===== src/rtl/charger_ctrl_pkg.sv =====
// Purpose: Shared constants and types for the charger control logic
// Assumes: 100 MHz reference clock, AXI4-Lite register access
// Notes:   Offsets are byte addresses of aligned 32-bit words
package charger_ctrl_pkg;

    // ==========================================================
    // Register map
    localparam logic [7:0] ADDR_CTRL       = 8'h00;
    localparam logic [7:0] ADDR_STATE      = 8'h04;
    localparam logic [7:0] ADDR_IRQ_STATUS = 8'h08;
    localparam logic [7:0] ADDR_IRQ_ENABLE = 8'h0c;
    localparam logic [7:0] ADDR_IRQ_CLEAR  = 8'h10;
    localparam logic [7:0] ADDR_TIMER      = 8'h14;

    // ==========================================================
    // Field positions
    localparam int CTRL_TIMER_EN_BIT = 0;
    localparam int CTRL_TS_PRES_BIT  = 1;
    localparam int IRQ_START_BIT     = 0;
    localparam int IRQ_MODE_BIT      = 1;
    localparam int IRQ_FAULT_BIT     = 2;
    localparam int IRQ_WIDTH         = 3;

    // ==========================================================
    // Reset values
    localparam logic [1:0] CTRL_RESET       = 2'h3;
    localparam logic [2:0] IRQ_ENABLE_RESET = 3'h0;

    // ==========================================================
    // Timing: precharge current is one tenth of fast charge
    localparam int PRECHG_DIVISOR = 10;
    localparam int TIMER_WIDTH    = 32;

    // ==========================================================
    // AXI responses
    localparam logic [1:0] RESP_OKAY   = 2'h0;
    localparam logic [1:0] RESP_SLVERR = 2'h2;

    // Operating modes
    typedef enum logic [2:0] {
        MODE_POWER_DOWN = 3'b000,
        MODE_SLEEP      = 3'b001,
        MODE_STANDBY    = 3'b010,
        MODE_SUSPEND    = 3'b011,
        MODE_CHARGING   = 3'b100
    } mode_t;

    // Power stage commands
    typedef enum logic [1:0] {
        STAGE_OFF    = 2'b00,
        STAGE_ON     = 2'b01,
        STAGE_FAULT  = 2'b10,
        STAGE_DETECT = 2'b11
    } stage_t;

endpackage


===== src/rtl/charger_ctrl.sv =====
// Purpose: Charger control logic with AXI4-Lite register access
// Assumes: Detector inputs synchronous to i_ref_clk; flags latched upstream
// Notes:   Power stage and mode outputs are registered
`timescale 1ns/1ps
module charger_ctrl #(
    parameter int TIMER_WIDTH = charger_ctrl_pkg::TIMER_WIDTH
) (
    input  wire logic                  i_ref_clk,
    input  wire logic                  i_rst_n,
    // AXI4-Lite slave
    input  wire logic [7:0]            i_awaddr,
    input  wire logic                  i_awvalid,
    output logic                       o_awready,
    input  wire logic [31:0]           i_wdata,
    input  wire logic [3:0]            i_wstrb,
    input  wire logic                  i_wvalid,
    output logic                       o_wready,
    output logic [1:0]                 o_bresp,
    output logic                       o_bvalid,
    input  wire logic                  i_bready,
    input  wire logic [7:0]            i_araddr,
    input  wire logic                  i_arvalid,
    output logic                       o_arready,
    output logic [31:0]                o_rdata,
    output logic [1:0]                 o_rresp,
    output logic                       o_rvalid,
    input  wire logic                  i_rready,
    // Detector and host inputs
    input  wire logic                  i_charge_enable_n,
    input  wire logic                  i_power_low,
    input  wire logic                  i_power_detected,
    input  wire logic                  i_input_overvoltage,
    input  wire logic                  i_below_recharge_threshold,
    input  wire logic                  i_below_precharge_threshold,
    input  wire logic                  i_timer_fault_latched,
    input  wire logic                  i_output_short_latched,
    input  wire logic                  i_termination_latched,
    input  wire logic                  i_battery_absent,
    input  wire logic                  i_pack_temp_bad,
    input  wire logic                  i_junction_over_regulation,
    input  wire logic                  i_thermal_shutdown,
    // Outputs
    output charger_ctrl_pkg::stage_t   o_stage,
    output charger_ctrl_pkg::mode_t    o_mode,
    output logic                       o_precharge_ref,
    output logic                       o_thermal_loop_active,
    output logic                       o_timer_running,
    output logic                       o_irq
);

    // ==========================================================
    // Registers and state
    logic [1:0]                          ctrl;
    logic [charger_ctrl_pkg::IRQ_WIDTH-1:0] irq_status;
    logic [charger_ctrl_pkg::IRQ_WIDTH-1:0] irq_enable;
    logic [TIMER_WIDTH-1:0]              timer;
    logic                                enable_n_prev;
    logic                                cycle_active;
    logic                                aw_held;
    logic                                w_held;
    logic [7:0]                          aw_addr;
    logic [31:0]                         w_data;
    logic [3:0]                          w_strb;

    // ==========================================================
    // Input qualification
    wire ts_present  = ctrl[charger_ctrl_pkg::CTRL_TS_PRES_BIT];
    wire timer_en    = ctrl[charger_ctrl_pkg::CTRL_TIMER_EN_BIT];
    wire temp_bad    = ts_present & i_pack_temp_bad;
    wire enable_fall = enable_n_prev & ~i_charge_enable_n;

    charger_ctrl_pkg::mode_t  next_mode;
    charger_ctrl_pkg::stage_t next_stage;

    // Mode decode consumes the latched flags directly
    charger_mode_decode u_decode (
        .i_enable_n          (i_charge_enable_n),
        .i_power_low         (i_power_low),
        .i_power_detected    (i_power_detected),
        .i_input_overvoltage (i_input_overvoltage),
        .i_timer_fault       (i_timer_fault_latched),
        .i_output_short      (i_output_short_latched),
        .i_termination       (i_termination_latched),
        .i_battery_absent    (i_battery_absent),
        .i_pack_temp_bad     (temp_bad),
        .i_thermal_shutdown  (i_thermal_shutdown),
        .o_mode              (next_mode),
        .o_stage             (next_stage)
    );

    // ==========================================================
    // Charge cycle start and timer control
    wire charging_ok = (next_mode == charger_ctrl_pkg::MODE_CHARGING);
    wire start_cycle = charging_ok & i_below_recharge_threshold
                       & (~cycle_active | enable_fall);
    wire in_standby  = (next_mode == charger_ctrl_pkg::MODE_STANDBY);
    wire in_suspend  = (next_mode == charger_ctrl_pkg::MODE_SUSPEND);
    wire timer_clear = in_standby | start_cycle | ~cycle_active;
    wire timer_count = cycle_active & charging_ok & timer_en;
    wire mode_change = (next_mode != o_mode);

    // Stage, mode and reference registers
    always_ff @(posedge i_ref_clk or negedge i_rst_n) begin
        if (!i_rst_n) begin
            o_stage               <= charger_ctrl_pkg::STAGE_OFF;
            o_mode                <= charger_ctrl_pkg::MODE_SLEEP;
            o_precharge_ref       <= 1'b0;
            o_thermal_loop_active <= 1'b0;
            enable_n_prev         <= 1'b1;
        end else begin
            o_stage               <= next_stage;
            o_mode                <= next_mode;
            o_precharge_ref       <= charging_ok & i_below_precharge_threshold;
            o_thermal_loop_active <= (next_stage == charger_ctrl_pkg::STAGE_ON)
                                     & i_junction_over_regulation;
            enable_n_prev         <= i_charge_enable_n;
        end
    end

    // Cycle tracking and safety timer
    always_ff @(posedge i_ref_clk or negedge i_rst_n) begin
        if (!i_rst_n) begin
            cycle_active    <= 1'b0;
            timer           <= '0;
            o_timer_running <= 1'b0;
        end else begin
            if (start_cycle)
                cycle_active <= 1'b1;
            else if (in_standby || next_mode == charger_ctrl_pkg::MODE_SLEEP
                     || next_mode == charger_ctrl_pkg::MODE_POWER_DOWN)
                cycle_active <= 1'b0;
            if (timer_clear)
                timer <= '0;
            else if (timer_count)
                timer <= timer + 1'b1;
            // Suspend holds the count unchanged
            o_timer_running <= timer_count & ~start_cycle;
        end
    end

    // ==========================================================
    // AXI4-Lite write path
    wire do_write   = aw_held & w_held & ~o_bvalid;
    wire wr_ctrl    = do_write & (aw_addr == charger_ctrl_pkg::ADDR_CTRL);
    wire wr_enable  = do_write & (aw_addr == charger_ctrl_pkg::ADDR_IRQ_ENABLE);
    wire wr_clear   = do_write & (aw_addr == charger_ctrl_pkg::ADDR_IRQ_CLEAR);
    wire wr_mapped  = wr_ctrl | wr_enable | wr_clear;
    wire [charger_ctrl_pkg::IRQ_WIDTH-1:0] clear_bits =
        (wr_clear & w_strb[0]) ? w_data[charger_ctrl_pkg::IRQ_WIDTH-1:0] : '0;
    wire [charger_ctrl_pkg::IRQ_WIDTH-1:0] events = {
        next_stage == charger_ctrl_pkg::STAGE_FAULT,
        mode_change,
        start_cycle
    };

    always_ff @(posedge i_ref_clk or negedge i_rst_n) begin
        if (!i_rst_n) begin
            aw_held   <= 1'b0;
            w_held    <= 1'b0;
            aw_addr   <= 8'h00;
            w_data    <= 32'h0000_0000;
            w_strb    <= 4'h0;
            o_awready <= 1'b1;
            o_wready  <= 1'b1;
            o_bvalid  <= 1'b0;
            o_bresp   <= charger_ctrl_pkg::RESP_OKAY;
        end else begin
            if (i_awvalid && o_awready) begin
                aw_held   <= 1'b1;
                aw_addr   <= {i_awaddr[7:2], 2'b00};
                o_awready <= 1'b0;
            end
            if (i_wvalid && o_wready) begin
                w_held   <= 1'b1;
                w_data   <= i_wdata;
                w_strb   <= i_wstrb;
                o_wready <= 1'b0;
            end
            if (do_write) begin
                o_bvalid <= 1'b1;
                o_bresp  <= wr_mapped ? charger_ctrl_pkg::RESP_OKAY : charger_ctrl_pkg::RESP_SLVERR;
            end
            if (o_bvalid && i_bready) begin
                o_bvalid  <= 1'b0;
                aw_held   <= 1'b0;
                w_held    <= 1'b0;
                o_awready <= 1'b1;
                o_wready  <= 1'b1;
            end
        end
    end

    // Control, enable and sticky status; a new event wins over its clear
    always_ff @(posedge i_ref_clk or negedge i_rst_n) begin
        if (!i_rst_n) begin
            ctrl       <= charger_ctrl_pkg::CTRL_RESET;
            irq_enable <= charger_ctrl_pkg::IRQ_ENABLE_RESET;
            irq_status <= '0;
            o_irq      <= 1'b0;
        end else begin
            if (wr_ctrl && w_strb[0])
                ctrl <= w_data[1:0];
            if (wr_enable && w_strb[0])
                irq_enable <= w_data[charger_ctrl_pkg::IRQ_WIDTH-1:0];
            irq_status <= (irq_status & ~clear_bits) | events;
            o_irq      <= |(((irq_status & ~clear_bits) | events) & irq_enable);
        end
    end

    // ==========================================================
    // AXI4-Lite read path
    wire [7:0]  rd_addr = {i_araddr[7:2], 2'b00};
    wire        rd_hit  = (rd_addr == charger_ctrl_pkg::ADDR_CTRL)
                        | (rd_addr == charger_ctrl_pkg::ADDR_STATE)
                        | (rd_addr == charger_ctrl_pkg::ADDR_IRQ_STATUS)
                        | (rd_addr == charger_ctrl_pkg::ADDR_IRQ_ENABLE)
                        | (rd_addr == charger_ctrl_pkg::ADDR_IRQ_CLEAR)
                        | (rd_addr == charger_ctrl_pkg::ADDR_TIMER);
    wire [31:0] state_word = {24'h000000, o_thermal_loop_active, o_precharge_ref, cycle_active,
                              o_mode, o_stage};
    wire [31:0] rd_value =
        (rd_addr == charger_ctrl_pkg::ADDR_CTRL)       ? {30'h0, ctrl} :
        (rd_addr == charger_ctrl_pkg::ADDR_STATE)      ? state_word :
        (rd_addr == charger_ctrl_pkg::ADDR_IRQ_STATUS) ? {29'h0, irq_status} :
        (rd_addr == charger_ctrl_pkg::ADDR_IRQ_ENABLE) ? {29'h0, irq_enable} :
        (rd_addr == charger_ctrl_pkg::ADDR_TIMER)      ? 32'(timer) : 32'h0000_0000;

    always_ff @(posedge i_ref_clk or negedge i_rst_n) begin
        if (!i_rst_n) begin
            o_arready <= 1'b1;
            o_rvalid  <= 1'b0;
            o_rdata   <= 32'h0000_0000;
            o_rresp   <= charger_ctrl_pkg::RESP_OKAY;
        end else begin
            if (i_arvalid && o_arready) begin
                o_arready <= 1'b0;
                o_rvalid  <= 1'b1;
                o_rdata   <= rd_value;
                o_rresp   <= rd_hit ? charger_ctrl_pkg::RESP_OKAY : charger_ctrl_pkg::RESP_SLVERR;
            end else if (o_rvalid && i_rready) begin
                o_rvalid  <= 1'b0;
                o_arready <= 1'b1;
            end
        end
    end

    // ==========================================================
    // Checks
    a_off_when_sleep: assert property (@(posedge i_ref_clk) disable iff (!i_rst_n)
        !$past(i_power_detected) |-> o_stage == charger_ctrl_pkg::STAGE_OFF)
        else $error("Stage not off in sleep");
    a_standby_off: assert property (@(posedge i_ref_clk) disable iff (!i_rst_n)
        ($past(i_charge_enable_n) && $past(i_power_detected) && !$past(i_power_low))
        |-> o_mode == charger_ctrl_pkg::MODE_STANDBY && o_stage == charger_ctrl_pkg::STAGE_OFF)
        else $error("Standby not reached with enable high");
    a_on_needs_ok: assert property (@(posedge i_ref_clk) disable iff (!i_rst_n)
        o_stage == charger_ctrl_pkg::STAGE_ON |-> !$past(i_thermal_shutdown)
        && !$past(i_output_short_latched) && !$past(i_timer_fault_latched) && !$past(i_termination_latched))
        else $error("Stage on with a fault present");
    a_short_blocks: assert property (@(posedge i_ref_clk) disable iff (!i_rst_n)
        $past(i_output_short_latched) |-> o_stage != charger_ctrl_pkg::STAGE_ON)
        else $error("Stage on during short");
    a_standby_clears: assert property (@(posedge i_ref_clk) disable iff (!i_rst_n)
        in_standby |=> timer == '0)
        else $error("Timer not cleared in standby");
    a_suspend_holds: assert property (@(posedge i_ref_clk) disable iff (!i_rst_n)
        in_suspend && cycle_active && !start_cycle |=> $stable(timer))
        else $error("Timer moved in suspend");
    a_fault_stage: assert property (@(posedge i_ref_clk) disable iff (!i_rst_n)
        (!i_charge_enable_n && i_power_detected && !i_power_low && !i_input_overvoltage
         && !i_output_short_latched && !i_termination_latched && i_timer_fault_latched)
        |=> o_stage == charger_ctrl_pkg::STAGE_FAULT)
        else $error("Fault current not selected");
    a_start_needs: assert property (@(posedge i_ref_clk) disable iff (!i_rst_n)
        start_cycle |-> !i_charge_enable_n && i_power_detected && i_below_recharge_threshold)
        else $error("Cycle started without conditions");
    a_precharge_ref: assert property (@(posedge i_ref_clk) disable iff (!i_rst_n)
        o_precharge_ref == (o_mode == charger_ctrl_pkg::MODE_CHARGING && $past(i_below_precharge_threshold)))
        else $error("Precharge reference wrong");

endmodule


===== src/rtl/charger_mode_decode.sv =====
// Purpose: Combinational mode and power stage decode
// Assumes: Fault, termination and short flags arrive already latched
// Notes:   Pure logic; the caller registers the results
`timescale 1ns/1ps
module charger_mode_decode (
    input  wire logic                            i_enable_n,
    input  wire logic                            i_power_low,
    input  wire logic                            i_power_detected,
    input  wire logic                            i_input_overvoltage,
    input  wire logic                            i_timer_fault,
    input  wire logic                            i_output_short,
    input  wire logic                            i_termination,
    input  wire logic                            i_battery_absent,
    input  wire logic                            i_pack_temp_bad,
    input  wire logic                            i_thermal_shutdown,
    output charger_ctrl_pkg::mode_t              o_mode,
    output charger_ctrl_pkg::stage_t             o_stage
);

    // ==========================================================
    // Mode and stage selection, in priority order
    wire power_down = ~i_enable_n & i_power_low;
    wire sleep      = ~i_power_detected;
    wire standby    = i_enable_n | i_input_overvoltage;
    wire all_ok     = ~i_timer_fault & ~i_output_short & ~i_termination & ~i_battery_absent
                      & ~i_pack_temp_bad & ~i_thermal_shutdown;

    always_comb begin
        if (power_down) begin
            o_mode  = charger_ctrl_pkg::MODE_POWER_DOWN;
            o_stage = charger_ctrl_pkg::STAGE_OFF;
        end else if (sleep) begin
            o_mode  = charger_ctrl_pkg::MODE_SLEEP;
            o_stage = charger_ctrl_pkg::STAGE_OFF;
        end else if (standby) begin
            o_mode  = charger_ctrl_pkg::MODE_STANDBY;
            o_stage = charger_ctrl_pkg::STAGE_OFF;
        end else if (i_output_short) begin
            o_mode  = charger_ctrl_pkg::MODE_SUSPEND;
            o_stage = charger_ctrl_pkg::STAGE_OFF;
        end else if (i_termination) begin
            o_mode  = charger_ctrl_pkg::MODE_SUSPEND;
            o_stage = charger_ctrl_pkg::STAGE_OFF;
        end else if (i_timer_fault) begin
            o_mode  = charger_ctrl_pkg::MODE_SUSPEND;
            o_stage = charger_ctrl_pkg::STAGE_FAULT;
        end else if (i_battery_absent) begin
            o_mode  = charger_ctrl_pkg::MODE_SUSPEND;
            o_stage = charger_ctrl_pkg::STAGE_DETECT;
        end else if (!all_ok) begin
            o_mode  = charger_ctrl_pkg::MODE_SUSPEND;
            o_stage = charger_ctrl_pkg::STAGE_OFF;
        end else begin
            o_mode  = charger_ctrl_pkg::MODE_CHARGING;
            o_stage = charger_ctrl_pkg::STAGE_ON;
        end
    end

endmodule


===== config.mk =====
export PLATFORM = sky130hd
export DESIGN_NAME = charger_ctrl
export DESIGN_NICKNAME = d
export VERILOG_FILES = /design/src/rtl/charger_ctrl_pkg.sv /design/src/rtl/charger_ctrl.sv /design/src/rtl/charger_mode_decode.sv
export SDC_FILE = /design/constraint.sdc
export NUM_CORES = 1
export LEC_CHECK = 0
export CORE_UTILIZATION = 45
export CTS_BUF_LIST = sky130_fd_sc_hd__clkbuf_16
export DETAILED_ROUTE_END_ITERATION = 8
export DONT_BUFFER_PORTS = 1
export PLACE_DENSITY = 0.69
export SETUP_SLACK_MARGIN = 0.1
export SYNTH_ARGS = -nofsm -noshare
export SYNTH_HDL_FRONTEND = slang
export SYNTH_SLANG_ARGS = --single-unit
export TNS_END_PERCENT = 100

===== constraint.sdc =====
create_clock -name i_ref_clk -period 2.65 [get_ports i_ref_clk]
set_clock_uncertainty 0.05 [all_clocks]
set_input_delay 0.3975 -clock i_ref_clk [delete_from_list [all_inputs] [get_ports i_ref_clk]]
set_output_delay 0.3975 -clock i_ref_clk [all_outputs]
set_load 0.02 [all_outputs]

==> results of run 1 <==
[through the flow]
step,total power (uW),hold slack [ns]
floorplan,2360,0.0519
global placement,2450,0.0571
detailed placement,2480,0.0564
CTS,3760,-0.311
global route,3900,-0.319
finish,3730,-0.304
[worst register-to-register path: stages, from the launching register on]
cell and delay, ns:
dfrtp_1 0.45, nand4_1 0.21, or4_1 0.60, nor4_2 0.33
or4b_1 0.47, a21oi_1 0.14
[layout by cell type, fill, tap and decap left out, types with 3 or more instances in the layout]
| cell type | n |
|---|---|
| dfrtp_1 | 95 |
| nand2_1 | 72 |
| nor2_1 | 42 |
| nand3_1 | 34 |
| a21oi_1 | 25 |
| inv_1 | 21 |
| o21ai_0 | 15 |
| mux2_2 | 15 |
| nand4_1 | 14 |
| xnor2_1 | 12 |
| or3_1 | 10 |
| nor3_1 | 10 |
| buf_4 | 10 |
| nor4_1 | 9 |
| clkbuf_16 | 9 |
| or4_1 | 8 |
| a221oi_1 | 7 |
| dfstp_2 | 7 |
| and3_1 | 5 |
| mux2i_1 | 5 |
| o31ai_1 | 5 |
| xor2_1 | 5 |
| nand2b_1 | 4 |
| and2_1 | 4 |
| nand3b_1 | 4 |
| a21o_1 | 3 |
| o41ai_1 | 3 |
[worst max-delay path by stage]
stage | depth (start not counted) | to
2_1_floorplan | 6 | timer[27]
3_3_place_gp | 6 | timer[30]
3_5_place_dp | 6 | timer[30]
4_1_cts | 5 | timer[30]
5_1_grt | 6 | timer[31]
6_report | 5 | timer[30]
[cell usage after synthesis (12+ instances only)]
cell	n
dfrtp_1	95
nand2_1	72
nor2_1	42
nand3_1	34
a21oi_1	25
inv_1	18
mux2_2	15
o21ai_0	15
nand4_1	14
clkbuf_1	13
xnor2_1	12
[cell families after synthesis]
group | synth area share, %
buffers and inverters | 3.35
xor gates and xnor gates | 3.12
and+or+nand+nor | 24.9
adders and majority gates | 0.262
muxes | 4.58
AOI/OAI and AO/OA | 10.1
other | 0.0785
DFF | 53.6
[registers in the layout (all words and copies together), names as in the netlist, 2 cells and up]
| register | cells |
|---|---|
| aw_addr | 6 |
| ctrl | 2 |
| o_rdata | 32 |
| o_stage | 2 |
| timer | 32 |
| irq_enable | 3 |
| irq_status | 3 |
| w_data | 3 |
| o_mode | 3 |
[report_power, final]
group,switching [uW],total [uW],internal (uW)
clock network,563,1280,719
logic,167,361,193
registers,298,2090,1790
total,1030,3730,2700
[cell type report]
cell class	count	area [sq um]
Clock buffer	9	225
Clock inverter	7	60.1
Fill cell	937	5050
Inverter	18	67.6
Multi-Input combinational cell	347	2060
Sequential cell	102	2560
Tap cell	136	170
Timing Repair Buffer	13	125
[routing by layer]
metal | track usage [%] | up-vias
li1 | - | 1739
met1 | 26.2 | 1767
met2 | 33.5 | 119
met3 | 6.36 | 13
met4 | 5.84 | 0
met5 | 0 | -
==> out/summary.json, run 1 <==
{
  "outcome": "finished with violations",
  "failed_checks": "negative hold slack",
  "endpoint_class_of_the_critical_path": "flip-flop",
  "grt_pass1_wl_microns": 17900,
  "yosys_warnings": 0,
  "buffer_ports.inserted": 0,
  "layout_min_cycle_time_ns": 2.30,
  "mappedNetlistArea_sq_um": 4780,
  "timing_max_transition_violations_final": 0,
  "floorplan.die_area_sq_um": 11000,
  "ir_worst_vdd_mv": 0.527,
  "synth.area.top_cells": "dfrtp_1 50%, nand2_1 5.7%, dfstp_2 3.9%",
  "place_worst_setup_slack_ns": 0.148,
  "family_with_the_most_delay_on_the_worst_path": "simple AND/OR/NAND/NOR gates",
  "die_h_microns": 105,
  "drt_wirelength_microns": 10600,
  "rows": 37,
  "startpoint": "timer[18]",
  "power_density_nw_per_um2": 708,
  "crit_path_cell_trace": "nand4_1 > or4_1 > nor4_2 > or4b_1 > a21oi_1",
  "first_pass_iteration_count_of_the_detailed_router": 5,
  "post_drt_via_cell_ratio": 5.76,
  "cts_tree": "yes",
  "drc": 0,
  "dpl-instance-area_sq_um": 4970,
  "met1_length_microns": 4470,
  "boundaryPins": 122,
  "worstHoldPathType": "input port to async pin",
  "r2r.worst_path.cells": 5,
  "number_of_global_route_vias_before_repair": 3590,
  "num_cts_buffers": 9,
  "critical_path_buf_inv_count": 0,
  "initial_utilization_pct": 46.3,
  "worst_skew_pair.late_latency_ns": 0.34,
  "timing_worst_setup_path_type": "flip-flop to flip-flop",
  "placed_instance_count": 615,
  "critical-path-max-stage-delay_ns": 0.60,
  "rsz0062_at_grt": "false",
  "cts-resized-gates": 0,
  "critical_path_start_type": "flip-flop",
  "hold_viol_final": 102,
  "worst_slew_pin_slew_ns": 0.511,
  "max_cap_viol_count": 0,
  "die-width_microns": 105,
  "gp_congestion": 0.847,
  "ctsLongestPathBuffers": 2,
  "met2RoutedLength_microns": 5240,
  "worst_setup_hold_path_clk_slew_ns": 0.07,
  "cts_sinks": 102,
  "slew_headroom_pct": 65.8,
  "final.setup.tns_ns": 0,
  "post-route-worst-setup-slack_ns": 0.345,
  "hold_ws_ns": -0.304,
  "post-synth-top-area-cell": "dfrtp_1",
  "top_signal_layer_used": "met4",
  "setup-violations-final": 0,
  "met3_length_microns": 738,
  "postLayoutCellArea_sq_um": 5270,
  "clk_root_buffer_cell": "clkbuf_16",
  "worstReg2RegStart": "timer[18]",
  "area_growth_syn_to_layout_pct": 10.3,
  "achievable-frequency_ghz": 0.434,
  "synth_area_per_cell_sq_um": 9.81,
  "coreArea_sq_um": 10300,
  "synth-edff-count": 0,
  "grtUsageTotal_pct": 20.5,
  "synth_seq_cells": 102,
  "synthDistinctLibCells": 58,
  "critPathSlowestCell": "or4_1",
  "postCtsHoldBufs": 1,
  "detail_route.wl_per_cell_microns": 16.7,
  "critical_path_arrival_ns": 2.53,
  "detailed_place_hpwl_microns": 7520,
  "stdcell_count": 632,
  "path_max_fanout": 7,
  "worstReg2RegEnd": "timer[30]",
  "rrSetupSlack_ns": 0.35,
  "drt.antenna.violating_nets": 0,
  "synth_async_sr_flop_share_pct": 100,
  "grt_max_degree": 103,
  "synthesis.instances": 487,
  "antenna_cells": 0,
  "htreeDepth": 3,
  "grt_overflow": 0,
  "synth_top_cell_area_share_pct": 49.8,
  "drive_above_1_share_pct": 11.1,
  "static-leakage-power_uw": 0.00223,
  "finalNetCount": 564,
  "post_cts_buffers": 0,
  "ys_seq_area_share_pct": 53.6,
  "dr_total_vias": 3638,
  "worstPathRequired_ns": 2.88,
  "min_period_over_period_pct": 87.0,
  "grt_antenna_before_repair": 0,
  "primary_ff_master_synth": "dfrtp_1",
  "drt-initial-drc-count": 261,
  "final_core_util_pct": 51.0
}
Power figures use the tool's default switching activity.
==> run 2: changes to the inputs <==
- CORE_UTILIZATION: 45 -> 57
- PLACE_DENSITY: 0.69 -> 0.81
==> run 2 against run 1 <==
Net effect: maximum frequency decreased by 1.6%; final cell count decreased by 4.6%; utilization increased by 13 points; non-clock buffer count increased by 2; critical path depth increased by 1; largest cell class unchanged; sequential share of layout area increased by 0.47 points; the flow still finishes with violations (negative hold slack); first-iteration DRC count increased by 18%; combinational power increased by 1%.
==> out/summary.json, run 2 (synthesized netlist as in run 1, its figures left out) <==
{
  "worstHoldPathType": "input port to async pin",
  "final.setup.tns": {"value": 0, "unit": "ns", "change": "unchanged"},
  "hold_ws": {"value": -0.302, "unit": "ns", "change": "+0.00176 ns"},
  "fillCellCount": {"value": 654, "change": "-30%"},
  "antenna_cells": {"value": 0, "change": "unchanged"},
  "htreeDepth": {"value": 3, "change": "unchanged"},
  "coreArea": {"value": 8180, "unit": "sq um", "change": "-21%"},
  "post_cts_buffers": {"value": 0, "change": "unchanged"},
  "drt_wirelength": {"value": 10600, "unit": "microns", "change": "+0.56%"},
  "number_of_global_route_vias_before_repair": {"value": 3753, "change": "+4.5%"},
  "grt_max_degree": {"value": 103, "change": "unchanged"},
  "timing_worst_setup_path_type": "flip-flop to flip-flop",
  "r2r.worst_path.cells": {"value": 6, "change": "+1"},
  "worst_setup_hold_path_clk_slew": {"value": 0.07, "unit": "ns", "change": "about the same"},
  "die-width": {"value": 93.5, "unit": "microns", "change": "-11%"},
  "die_h": {"value": 93.5, "unit": "microns", "change": "-11%"},
  "placed_instance_count": {"value": 586, "change": "-4.7%"},
  "rows": {"value": 33, "change": "-11%"},
  "layout_common_cells": "95 x dfrtp_1, 72 x nand2_1, 42 x nor2_1",
  "critical_path_start_type": "flip-flop",
  "achievable-frequency": {"value": 0.427, "unit": "GHz", "change": "-1.6%"},
  "first_pass_iteration_count_of_the_detailed_router": {"value": 5, "change": "unchanged"},
  "rsz0062_at_grt": "false",
  "grt_antenna_before_repair": {"value": 0, "change": "unchanged"},
  "grtUsageTotal": {"value": 26.5, "unit": "%", "change": "+6.0 points"},
  "cts_tree": "yes",
  "finalNetCount": {"value": 566, "change": "+0.35%"},
  "stdcell_count": {"value": 603, "change": "-4.6%"},
  "ctsLongestPathBuffers": {"value": 2, "change": "unchanged"},
  "endpoint_class_of_the_critical_path": "flip-flop",
  "initial_utilization": {"value": 58.4, "unit": "%", "change": "+12 points"},
  "post-route-worst-setup-slack": {"value": 0.308, "unit": "ns", "change": "-0.0376 ns"},
  "buffer_ports.inserted": {"value": 0, "change": "unchanged"},
  "top_regs": "o_rdata: 32 flops, timer: 32 flops, aw_addr: 6 flops",
  "grt_overflow": {"value": 0, "change": "unchanged"},
  "gp_congestion": {"value": 0.833, "change": "-1.7%"},
  "worstReg2RegStart": "ctrl[1]",
  "max_cap_viol_count": {"value": 0, "change": "unchanged"},
  "critical_path_arrival": {"value": 2.56, "unit": "ns", "change": "+0.03 ns"},
  "layout_min_cycle_time": {"value": 2.34, "unit": "ns", "change": "+0.0376 ns"},
  "power_density": {"value": 712, "unit": "nW/um^2", "change": "+0.70%"},
  "worstReg2RegEnd": "timer[21]",
  "place_worst_setup_slack": {"value": 0.363, "unit": "ns", "change": "+0.215 ns"},
  "cts-resized-gates": {"value": 0, "change": "unchanged"},
  "drt-initial-drc-count": {"value": 307, "change": "+18%"},
  "post_drt_via_cell_ratio": {"value": 6.18, "change": "+7.4%"},
  "min_period_over_period": {"value": 88.4, "unit": "%", "change": "+1.4 points"},
  "clk_root_buffer_cell": "clkbuf_16",
  "static-leakage-power": {"value": 0.00223, "unit": "uW", "change": "about the same"},
  "boundaryPins": {"value": 122, "change": "unchanged"},
  "worst_skew_pair.late_latency": {"value": 0.34, "unit": "ns", "change": "about the same"},
  "hold_viol_final": {"value": 102, "change": "unchanged"},
  "cts_sinks": {"value": 102, "change": "unchanged"},
  "rrSetupSlack": {"value": 0.31, "unit": "ns", "change": "-0.04 ns"},
  "grt_pass1_wl": {"value": 17900, "unit": "microns", "change": "+0.16%"},
  "path_max_fanout": {"value": 13, "change": "+6"},
  "drive_above_1_share": {"value": 11.6, "unit": "%", "change": "+0.56 points"},
  "outcome": "finished with violations",
  "postCtsHoldBufs": {"value": 1, "change": "unchanged"},
  "timing_max_transition_violations_final": {"value": 0, "change": "unchanged"},
  "drc": {"value": 0, "change": "unchanged"},
  "dr_total_vias": {"value": 3728, "change": "+2.5%"},
  "drt.antenna.violating_nets": {"value": 0, "change": "unchanged"},
  "layout.cells.most_common": "dfrtp_1",
  "area_growth_syn_to_layout_pct": 9.25,
  "setup-violations-final": {"value": 0, "change": "unchanged"},
  "failed_checks": "negative hold slack",
  "worstPathRequired": {"value": 2.87, "unit": "ns", "change": "about the same"},
  "ir_worst_vdd": {"value": 0.505, "unit": "mV", "change": "-4.2%"},
  "detail_route.wl_per_cell": {"value": 17.6, "unit": "microns", "change": "+5.4%"},
  "worst_slew_pin_slew": {"value": 0.606, "unit": "ns", "change": "+0.0950 ns"},
  "detailed_place_hpwl": {"value": 7330, "unit": "microns", "change": "-2.5%"},
  "slew_headroom": {"value": 59.3, "unit": "%", "change": "-6.5 points"},
  "num_cts_buffers": {"value": 9, "change": "unchanged"},
  "floorplan.die_area": {"value": 8750, "unit": "sq um", "change": "-21%"}
}
==> run 2: metrics by stage <==
| step | instance area (sq um) | hold slack, ns | total power, uW | util (%) |
|---|---|---|---|---|
| after floorplan | 4780 | 0.0519 | 2360 | - |
| after global placement | 4920 | 0.0558 | 2450 | 60.2 |
| after detailed placement | 4920 | 0.0549 | 2480 | 60.2 |
| after CTS | 5220 | -0.314 | 3750 | 63.8 |
| after global routing | 5220 | -0.319 | 3870 | 63.8 |
| final | 5220 | -0.302 | 3720 | 63.8 |
==> run 2: routing by layer <==
metal | vias to the layer above | GRT usage [%] | routed length (microns)
met5 | - | 0 | 0
met4 | 0 | 10.1 | 198
met3 | 19 | 7.72 | 842
met2 | 150 | 43.6 | 5180
met1 | 1814 | 33.0 | 4410
li1 | 1745 | - | -
==> run 2: where the power goes <==
group / leakage, uW / switching (uW) / internal, uW
clock: 0.000145 / 546 / 718
combinational: 0.000739 / 172 / 194
sequential: 0.00135 / 301 / 1790
==> run 2: worst max-delay path: stages, from the launching register on <==
cell       delay (ns)
dfstp_2          0.40
a211oi_1         0.40
nand4_1          0.26
buf_4            0.27
nor4_1           0.58
nand4bb_1        0.15
a21oi_1          0.16
==> run 2: worst max-delay path by stage <==
stage	from	end	slack, ns	cells past startpoint
6_report	ctrl[1]	timer[21]	0.31	6
5_1_grt	ctrl[1]	timer[21]	0.18	6
4_1_cts	ctrl[1]	timer[21]	0.36	6
3_5_place_dp	i_power_low	timer[20]	0.36	6
3_3_place_gp	i_power_low	timer[21]	0.36	6
2_1_floorplan	timer[2]	timer[27]	0.50	6
==> run 2: area by class of cell <==
type / instances / area, sq um / share of cell area [%]
sequential: 102 / 2560 / 49.1
multi-input combinational: 347 / 2060 / 39.5
clock buffer: 9 / 225 / 4.32
tap: 105 / 131 / 2.52
timing repair buffer: 15 / 115 / 2.21
inverter: 18 / 67.6 / 1.29
clock inverter: 7 / 58.8 / 1.13
